[config.mk]
export PLATFORM = sky130hd
export DESIGN_NAME = two_wire_byte_controller
export DESIGN_NICKNAME = d
export VERILOG_FILES = /design/src/rtl/two_wire_pkg.sv /design/src/rtl/two_wire_byte_controller.sv
export SDC_FILE = /design/constraint.sdc
export NUM_CORES = 1
export LEC_CHECK = 0
export BUFFER_PORTS_ARGS = -buffer_cell sky130_fd_sc_hd__clkbuf_2
export CAP_MARGIN = 20
export CORE_ASPECT_RATIO = 0.7
export CORE_MARGIN = 2
export CORE_UTILIZATION = 53
export DETAILED_ROUTE_END_ITERATION = 6
export GPL_TIMING_DRIVEN = 0
export PLACE_DENSITY = 0.83
export SLEW_MARGIN = 25
export SYNTH_ARGS = -nofsm -noshare
export SYNTH_HDL_FRONTEND = slang
export SYNTH_SLANG_ARGS = --single-unit
[constraint.sdc]
create_clock -name ref_clk_in -period 3.68 [get_ports ref_clk_in]
set_clock_uncertainty 0.15 [all_clocks]
set_input_delay 1.104 -clock ref_clk_in [delete_from_list [all_inputs] [get_ports ref_clk_in]]
set_output_delay 1.104 -clock ref_clk_in [all_outputs]
set_load 0.005 [all_outputs]
[src/rtl/two_wire_pkg.sv]
// constants, states and register layout of the byte-level two-wire controller
package two_wire_pkg;
  localparam logic [7:0] STATUS_CONTROL_OFFSET = 8'h28;
  localparam logic [7:0] BYTE_BUFFER_OFFSET = 8'h29;
  localparam int ENABLE_BIT = 0;
  localparam int RECEIVED_STOP_BIT = 1;
  localparam int CONTEST_LOST_OR_REPEAT_START_BIT = 2;
  localparam int ADDRESS_PHASE_BIT = 3;
  localparam int ACK_BIT = 4;
  localparam int TRANSMIT_BIT = 5;
  localparam int PROCEED_BIT = 6;
  localparam int MASTER_SELECT_BIT = 7;
  localparam logic [7:0] STATUS_CONTROL_RESET = 8'h00;
  localparam logic [7:0] BYTE_BUFFER_RESET = 8'h00;
  localparam int CLOCK_PERIOD_PS = 25000;
  localparam int HALF_BIT_NS = 5000;
  localparam int HALF_BIT_CYCLES = (HALF_BIT_NS * 1000 + CLOCK_PERIOD_PS - 1) / CLOCK_PERIOD_PS;
  localparam logic [3:0] LAST_DATA_BIT = 4'h7;
  localparam logic [3:0] ACK_SLOT = 4'h8;
  typedef enum logic [3:0] {
    ST_IDLE = 4'b0000,
    ST_M_START = 4'b0001,
    ST_M_LOW = 4'b0010,
    ST_M_HIGH = 4'b0011,
    ST_M_WAIT = 4'b0100,
    ST_M_STOP_LOW = 4'b0101,
    ST_M_STOP_HIGH = 4'b0110,
    ST_M_RESTART = 4'b0111,
    ST_S_BIT = 4'b1000,
    ST_S_WAIT = 4'b1001,
    ST_S_SKIP = 4'b1010,
    ST_LOST = 4'b1011
  } ctrl_state_t;
endpackage

[src/rtl/two_wire_byte_controller.sv]
// byte-level two-wire controller: register port, master and slave engines, pin muxing
//
// Decided for this implementation: the plain strobed port.
`timescale 1ns/1ps
module two_wire_byte_controller #(
  parameter int unsigned HALF_BIT = two_wire_pkg::HALF_BIT_CYCLES
) (
  input wire logic ref_clk_in,
  input wire logic reset_in,
  input wire logic [7:0] reg_addr_in,
  input wire logic [7:0] reg_wdata_in,
  input wire logic reg_wr_in,
  input wire logic reg_rd_in,
  output logic [7:0] reg_rdata_out,
  input wire logic parallel_width_high_bit_in,
  input wire logic pin_position_in,
  output logic irq_out,
  input wire logic [1:0] port1_pin_in,
  input wire logic [1:0] port2_pin_in,
  input wire logic [1:0] gpio_port1_oe_in,
  input wire logic [1:0] gpio_port1_data_in,
  input wire logic [1:0] gpio_port2_oe_in,
  input wire logic [1:0] gpio_port2_data_in,
  output logic [1:0] port1_pin_oe_out,
  output logic [1:0] port1_pin_data_out,
  output logic [1:0] port2_pin_oe_out,
  output logic [1:0] port2_pin_data_out,
  output logic [1:0] port1_open_drain_out,
  output logic [1:0] port2_open_drain_out
);
  import two_wire_pkg::*;

  localparam int TIMER_W = $clog2(HALF_BIT + 1);
  // the clock's first fall after a start ends no data bit; counting wraps it to zero
  localparam logic [3:0] AFTER_START = 4'hf;

  if (HALF_BIT < 4) begin
    $error("HALF_BIT must be at least 4 cycles");
  end

  ctrl_state_t state;
  logic enable, received_stop, contest_lost_or_repeat_start, address_phase;
  logic ack, transmit, busy, master_select;
  logic [7:0] tx_byte, rx_byte, shift;
  logic [3:0] bit_cnt;
  logic byte_tx, restart_phase, bus_busy;
  logic scl_drive_low, sda_drive_low;
  logic [1:0] p1_meta, p1_sync, p2_meta, p2_sync;
  logic scl_s, sda_s, scl_prev, sda_prev;
  logic [TIMER_W-1:0] timer;
  logic timer_run, tick;
  logic use_port2;
  logic status_wr, proceed;
  logic start_seen, stop_seen, scl_rise, scl_fall;

  // pins pass two flip-flops before any logic looks at them
  always_ff @(posedge ref_clk_in) begin
    if (reset_in) begin
      p1_meta <= 2'h3;
      p1_sync <= 2'h3;
      p2_meta <= 2'h3;
      p2_sync <= 2'h3;
    end else begin
      p1_meta <= port1_pin_in;
      p1_sync <= p1_meta;
      p2_meta <= port2_pin_in;
      p2_sync <= p2_meta;
    end
  end

  assign use_port2 = parallel_width_high_bit_in | pin_position_in;
  assign scl_s = use_port2 ? p2_sync[0] : p1_sync[0];
  assign sda_s = use_port2 ? p2_sync[1] : p1_sync[1];

  always_ff @(posedge ref_clk_in) begin
    if (reset_in) begin
      scl_prev <= 1'b1;
      sda_prev <= 1'b1;
    end else begin
      scl_prev <= scl_s;
      sda_prev <= sda_s;
    end
  end

  assign start_seen = scl_s & scl_prev & sda_prev & ~sda_s;
  assign stop_seen = scl_s & scl_prev & ~sda_prev & sda_s;
  assign scl_rise = scl_s & ~scl_prev;
  assign scl_fall = ~scl_s & scl_prev;

  always_ff @(posedge ref_clk_in) begin
    if (reset_in) begin
      bus_busy <= 1'b0;
    end else if (start_seen) begin
      bus_busy <= 1'b1;
    end else if (stop_seen) begin
      bus_busy <= 1'b0;
    end
  end

  // half-bit timer; while the clock is released, except in ST_M_START, it waits for the line to rise
  always_comb begin
    case (state)
      ST_M_START, ST_M_LOW, ST_M_STOP_LOW: timer_run = 1'b1;
      ST_M_HIGH, ST_M_STOP_HIGH: timer_run = scl_s;
      ST_M_RESTART: timer_run = restart_phase ? scl_s : 1'b1;
      default: timer_run = 1'b0;
    endcase
  end

  assign tick = timer_run && (timer == TIMER_W'(HALF_BIT - 1));

  always_ff @(posedge ref_clk_in) begin
    if (reset_in || !timer_run || tick) begin
      timer <= '0;
    end else begin
      timer <= timer + TIMER_W'(1);
    end
  end

  assign status_wr = reg_wr_in && (reg_addr_in == STATUS_CONTROL_OFFSET) && !busy;
  assign proceed = status_wr && reg_wdata_in[PROCEED_BIT];

  always_ff @(posedge ref_clk_in) begin
    if (reset_in) begin
      tx_byte <= BYTE_BUFFER_RESET;
    end else if (reg_wr_in && reg_addr_in == BYTE_BUFFER_OFFSET) begin
      tx_byte <= reg_wdata_in;
    end
  end

  always_ff @(posedge ref_clk_in) begin
    if (reset_in) begin
      reg_rdata_out <= 8'h00;
    end else if (reg_rd_in && reg_addr_in == STATUS_CONTROL_OFFSET) begin
      reg_rdata_out <= {master_select, busy, transmit, ack, address_phase,
                        contest_lost_or_repeat_start, received_stop, enable};
    end else if (reg_rd_in && reg_addr_in == BYTE_BUFFER_OFFSET) begin
      reg_rdata_out <= rx_byte;
    end else begin
      reg_rdata_out <= 8'h00;
    end
  end

  // control state, status bits and both bus engines
  always_ff @(posedge ref_clk_in) begin
    if (reset_in) begin
      {master_select, busy, transmit, ack, address_phase, contest_lost_or_repeat_start,
       received_stop, enable} <= STATUS_CONTROL_RESET;
      state <= ST_IDLE;
      rx_byte <= BYTE_BUFFER_RESET;
      shift <= 8'h00;
      bit_cnt <= 4'h0;
      byte_tx <= 1'b0;
      restart_phase <= 1'b0;
      scl_drive_low <= 1'b0;
      sda_drive_low <= 1'b0;
      irq_out <= 1'b0;
    end else begin
      irq_out <= 1'b0;
      if (status_wr) begin
        enable <= reg_wdata_in[ENABLE_BIT];
        transmit <= reg_wdata_in[TRANSMIT_BIT];
        ack <= reg_wdata_in[ACK_BIT];
        master_select <= reg_wdata_in[MASTER_SELECT_BIT];
        contest_lost_or_repeat_start <= reg_wdata_in[CONTEST_LOST_OR_REPEAT_START_BIT];
        if (proceed) begin
          address_phase <= 1'b0;
          received_stop <= 1'b0;
        end
      end
      if (!enable) begin
        state <= ST_IDLE;
        scl_drive_low <= 1'b0;
        sda_drive_low <= 1'b0;
        busy <= 1'b0;
      end else begin
        case (state)
          ST_IDLE: begin
            if (master_select && !bus_busy && !start_seen) begin
              state <= ST_M_START;
              sda_drive_low <= 1'b1;
              busy <= 1'b1;
            end else if (start_seen) begin
              state <= ST_S_BIT;
              bit_cnt <= AFTER_START;
              byte_tx <= 1'b0;
              address_phase <= 1'b1;
              busy <= 1'b1;
            end
          end
          ST_M_START: begin
            if (tick) begin
              state <= ST_M_LOW;
              scl_drive_low <= 1'b1;
              bit_cnt <= 4'h0;
              byte_tx <= 1'b1;
              shift <= tx_byte;
            end
          end
          ST_M_LOW: begin
            if (bit_cnt == ACK_SLOT) begin
              sda_drive_low <= byte_tx ? 1'b0 : ack;
            end else begin
              sda_drive_low <= byte_tx ? ~shift[7] : 1'b0;
            end
            if (tick) begin
              state <= ST_M_HIGH;
              scl_drive_low <= 1'b0;
            end
          end
          ST_M_HIGH: begin
            if (tick) begin
              if (byte_tx && bit_cnt != ACK_SLOT && !sda_drive_low && !sda_s) begin
                state <= ST_LOST;
                master_select <= 1'b0;
                contest_lost_or_repeat_start <= 1'b1;
                address_phase <= 1'b1;
                sda_drive_low <= 1'b0;
              end else if (bit_cnt == ACK_SLOT) begin
                if (byte_tx) begin
                  ack <= ~sda_s;
                end
                state <= ST_M_WAIT;
                scl_drive_low <= 1'b1;
                sda_drive_low <= 1'b0;
                busy <= 1'b0;
                irq_out <= 1'b1;
              end else begin
                shift <= {shift[6:0], sda_s};
                if (bit_cnt == LAST_DATA_BIT) begin
                  rx_byte <= {shift[6:0], sda_s};
                end
                bit_cnt <= bit_cnt + 4'h1;
                state <= ST_M_LOW;
                scl_drive_low <= 1'b1;
              end
            end
          end
          ST_M_WAIT: begin
            if (proceed) begin
              busy <= 1'b1;
              if (!reg_wdata_in[MASTER_SELECT_BIT]) begin
                state <= ST_M_STOP_LOW;
                sda_drive_low <= 1'b1;
              end else if (reg_wdata_in[CONTEST_LOST_OR_REPEAT_START_BIT]) begin
                state <= ST_M_RESTART;
                restart_phase <= 1'b0;
              end else begin
                state <= ST_M_LOW;
                bit_cnt <= 4'h0;
                byte_tx <= reg_wdata_in[TRANSMIT_BIT];
                shift <= tx_byte;
              end
            end else if (status_wr && !reg_wdata_in[MASTER_SELECT_BIT]) begin
              state <= ST_M_STOP_LOW;
              sda_drive_low <= 1'b1;
              busy <= 1'b1;
            end
          end
          ST_M_RESTART: begin
            if (tick && !restart_phase) begin
              restart_phase <= 1'b1;
              scl_drive_low <= 1'b0;
            end else if (tick) begin
              state <= ST_M_START;
              sda_drive_low <= 1'b1;
              contest_lost_or_repeat_start <= 1'b0;
            end
          end
          ST_M_STOP_LOW: begin
            if (tick) begin
              state <= ST_M_STOP_HIGH;
              scl_drive_low <= 1'b0;
            end
          end
          ST_M_STOP_HIGH: begin
            if (tick) begin
              state <= ST_IDLE;
              sda_drive_low <= 1'b0;
              busy <= 1'b0;
            end
          end
          ST_S_BIT: begin
            if (stop_seen) begin
              state <= ST_IDLE;
              sda_drive_low <= 1'b0;
              busy <= 1'b0;
              if (!byte_tx) begin
                received_stop <= 1'b1;
                irq_out <= 1'b1;
              end
            end else if (start_seen) begin
              bit_cnt <= AFTER_START;
              byte_tx <= 1'b0;
              sda_drive_low <= 1'b0;
              address_phase <= 1'b1;
            end else if (scl_rise) begin
              if (bit_cnt == ACK_SLOT && byte_tx) begin
                ack <= ~sda_s;
              end else if (!byte_tx && bit_cnt != ACK_SLOT) begin
                shift <= {shift[6:0], sda_s};
              end
            end else if (scl_fall) begin
              if (!byte_tx && bit_cnt == LAST_DATA_BIT) begin
                rx_byte <= shift;
                bit_cnt <= ACK_SLOT;
                state <= ST_S_WAIT;
                scl_drive_low <= 1'b1;
                busy <= 1'b0;
                irq_out <= 1'b1;
              end else if (!byte_tx && bit_cnt == ACK_SLOT) begin
                sda_drive_low <= 1'b0;
                bit_cnt <= 4'h0;
                if (!ack) begin
                  state <= ST_S_SKIP;
                end else if (transmit) begin
                  byte_tx <= 1'b1;
                  shift <= tx_byte;
                  sda_drive_low <= ~tx_byte[7];
                end
              end else if (byte_tx && bit_cnt == ACK_SLOT) begin
                state <= ST_S_WAIT;
                scl_drive_low <= 1'b1;
                busy <= 1'b0;
                irq_out <= 1'b1;
              end else if (byte_tx && bit_cnt == LAST_DATA_BIT) begin
                bit_cnt <= ACK_SLOT;
                sda_drive_low <= 1'b0;
              end else begin
                if (byte_tx) begin
                  shift <= {shift[6:0], 1'b1};
                  sda_drive_low <= ~shift[6];
                end
                bit_cnt <= bit_cnt + 4'h1;
              end
            end
          end
          ST_S_WAIT: begin
            if (proceed) begin
              busy <= 1'b1;
              scl_drive_low <= 1'b0;
              state <= ST_S_BIT;
              if (!byte_tx) begin
                sda_drive_low <= reg_wdata_in[ACK_BIT];
              end else if (ack) begin
                bit_cnt <= 4'h0;
                shift <= tx_byte;
                sda_drive_low <= ~tx_byte[7];
              end else begin
                state <= ST_S_SKIP;
              end
            end
          end
          ST_S_SKIP: begin
            sda_drive_low <= 1'b0;
            if (stop_seen) begin
              state <= ST_IDLE;
              busy <= 1'b0;
            end else if (start_seen) begin
              state <= ST_S_BIT;
              bit_cnt <= AFTER_START;
              byte_tx <= 1'b0;
              address_phase <= 1'b1;
            end
          end
          ST_LOST: begin
            if (stop_seen) begin
              state <= ST_IDLE;
              busy <= 1'b0;
              irq_out <= 1'b1;
            end
          end
          default: begin
            state <= ST_IDLE;
          end
        endcase
      end
    end
  end

  // open-drain override of the two low pins of the chosen port
  always_comb begin
    port1_open_drain_out = (enable && !use_port2) ? 2'h3 : 2'h0;
    port2_open_drain_out = (enable && use_port2) ? 2'h3 : 2'h0;
    port1_pin_oe_out = port1_open_drain_out[0] ? {sda_drive_low, scl_drive_low}
                                              : gpio_port1_oe_in;
    port1_pin_data_out = port1_open_drain_out[0] ? 2'h0 : gpio_port1_data_in;
    port2_pin_oe_out = port2_open_drain_out[0] ? {sda_drive_low, scl_drive_low}
                                              : gpio_port2_oe_in;
    port2_pin_data_out = port2_open_drain_out[0] ? 2'h0 : gpio_port2_data_in;
  end
endmodule

==> out/qor.csv <==
metric;value;unit
status;completed;
p_leak;0.00195;µW
synth-seq-cells;72;
worstPathArrival;2.42;ns
p_per_area;331;mW/mm²
synth_async_sr_flop_share;0;%
syn_to_final_growth;16.6;%
first_pass_iters;6;
wirelength;17000;µm
num_antenna_cells;0;
io_pins;55;
drv_slew;0;
synth-adder-area-share;1.66;%
synth_ff_type;dfxtp_1;
drc;0;
hold_class;register to register;
muxShareOfSynthArea;8.06;%
final_cell_mix;dfxtp_1, nor2_1, clkbuf_2;
cts_root_buffer;clkbuf_16;
grt_pass1_vias;4448;
critPathLaunch;pin_position_in;
setup.worst_path.class;input pin to output port;
synth_area;0.00454;mm²
rsz0062_at_grt;true;
cts_made_buffers;9;
crit-reg2reg-launch;state[2];
dr.first_iter.drc_count;583;
clkSinkCount;72;
htree_levels;3;
die_w;115;µm
cts_hold_buf;0;
final_nets;664;
synth_compound_area_share;25.4;%
utilization;63.1;%
crit_path_end_kind;output port;
gp_congestion;1.03;
viasPerCell;6.75;
period_minus_slack;3.68;ns
critPathSlowestCell;o21ai_0;
drt-met1-wl;7120;µm
avgSynthCellArea;8.11;µm²
antenna_found_initial;0;
vias;4954;
yosysWarnings;0;
clock_latency;0.35;ns
hold_path.startpoint;p1_meta[1];
synth_cell_types;81;
rows;28;
wl_per_cell;23.2;µm
ant_nets;0;
pre_cts_ws;-0.909;ns
synth_edf_count;0;
clockBufferDepth;2;
hpwl;12800;µm
yosys.area_share.xor_xnor;1.16;%
hold_viol;0;
path_clk_slew;0.06;ns
fin_crit_sh;99.9;%
globalRoute.totalOverflow;0;
grt_pass1_wl;25300;µm
layout-drive-gt1-share;20.2;%
synth_top_family_by_area;simple AND/OR/NAND/NOR gates;
top_layer_used;met4;
wl_met2;7070;µm
crit_fanout;6;
cp.required;2.43;ns
die-area;0.00933;mm²
critPathLaunchType;input pin;
fin_ws;0.00489;ns
cpMostUsedCell;clkbuf_2;
core;0.00837;mm²
tightest_slew;0.920;ns
maxClockFrequency;272;MHz
dr_wl_met3;2450;µm
synthCells;559;
path_cells;clkbuf_2, o21ai_0, mux2_2, clkbuf_2;
syn_nets;599;
setup_violations;0;
final_common_cell;dfxtp_1;
tritoncts;built;
cpPeakStageDelay;0.66;ns
start_util;54.2;%
slew_headroom;37.8;%
numPortBuffers;53;
cap_viol_max_count;0;
ir_worst_vdd;257;µV
synth-simple-area-share;26.1;%
grt_max_degree;14;
seq_area_frac_synth;31.8;%
grt_usage;36.8;%
die_y;81.4;µm
## final timing paths
check | endpoint | depth (start not counted) | slack [ns]
worst min register to register | p1_sync[1] | 1 | 0.27
worst max-delay path | port2_pin_oe_out[1] | 4 | 0.005
worst min-delay path | p1_sync[1] | 1 | 0.27
worst max register to register | scl_drive_low | 8 | 0.71
## report_power, final
| group | internal [µW] | switching [µW] | total (µW) |
|---|---|---|---|
| Clock | 481 | 361 | 842 |
| Combinational | 47.4 | 73.4 | 121 |
| Sequential | 786 | 3.20 | 789 |
| Total | 1310 | 438 | 1750 |
## stage by stage
step                hold slack (ns)  power (µW)  area [µm²]  cells  TNS [ns]
floorplan                     0.239         866        4540    559         0
global placement              0.241         914        4930    717    -17.47
detailed placement            0.260         916        4960    718    -19.51
CTS                           0.272        1750        5280    736         0
global route                  0.280        1790        5290    734    -0.180
finish                        0.268        1750        5290    734         0
## flip-flops by register name, indices dropped and copies added (netlist names), 4 cells and up
| register | flops |
|---|---|
| bit_cnt | 4 |
| state | 4 |
| rx_byte | 8 |
| shift | 8 |
| timer | 8 |
| reg_rdata_out | 8 |
| tx_byte | 8 |
## cells by family after synthesis
logic type               Yosys count
multiplexers                      36
adder cells (fa/ha/maj)            6
AND/OR/NAND/NOR                  223
XOR/XNOR                           6
flip-flops                        72
buffers and inverters             57
AO/OA/AOI/OAI                    159
## layout make-up
type                            count  area [µm²]
Buffer                             39         196
Clock buffer                       11         243
Clock inverter                      5        38.8
Fill cell                         709        3090
Inverter                           16        60.1
Multi-Input combinational cell    430        2890
Sequential cell                    72        1440
Tap cell                          105         131
Timing Repair Buffer               56         285
## metal layers
metal,global-route usage [%],up-vias
met4,12.6,0
met5,0,-
li1,-,2218
met3,10.9,45
met1,52.0,2324
met2,53.5,367
## critical path: cells and delay by family
family / cells / cell delay (ns)
compound gates: 1 / 0.66
buf+inv: 2 / 0.25
mux: 1 / 0.41
## synth_stat cells (8+ instances only)
| cell type | n | area, µm² |
|---|---|---|
| inv_1 | 16 | 60.1 |
| nor3_1 | 17 | 85.1 |
| a31oi_1 | 14 | 87.6 |
| nand3_1 | 18 | 90.1 |
| nor2_1 | 64 | 240 |
| a311oi_1 | 8 | 70.1 |
| a41o_1 | 9 | 90.1 |
| o21ai_0 | 29 | 145 |
| clkbuf_1 | 21 | 78.8 |
| mux2i_1 | 32 | 320 |
| a21oi_1 | 32 | 160 |
| nand2_1 | 49 | 184 |
| dfxtp_1 | 72 | 1440 |
| or2_2 | 11 | 68.8 |
## what timing repair did
| item | 4_1_cts | 5_1_grt |
|---|---|---|
| cloned | 0 | 0 |
| gates resized for setup | 5 | 4 |
| endpoints found under the hold margin | 0 | 0 |
| setup buffers | 2 | 0 |
| pin swaps | 1 | 0 |
| endpoints found under the setup margin | 29 | 28 |
(Power assumes the default switching activity.)
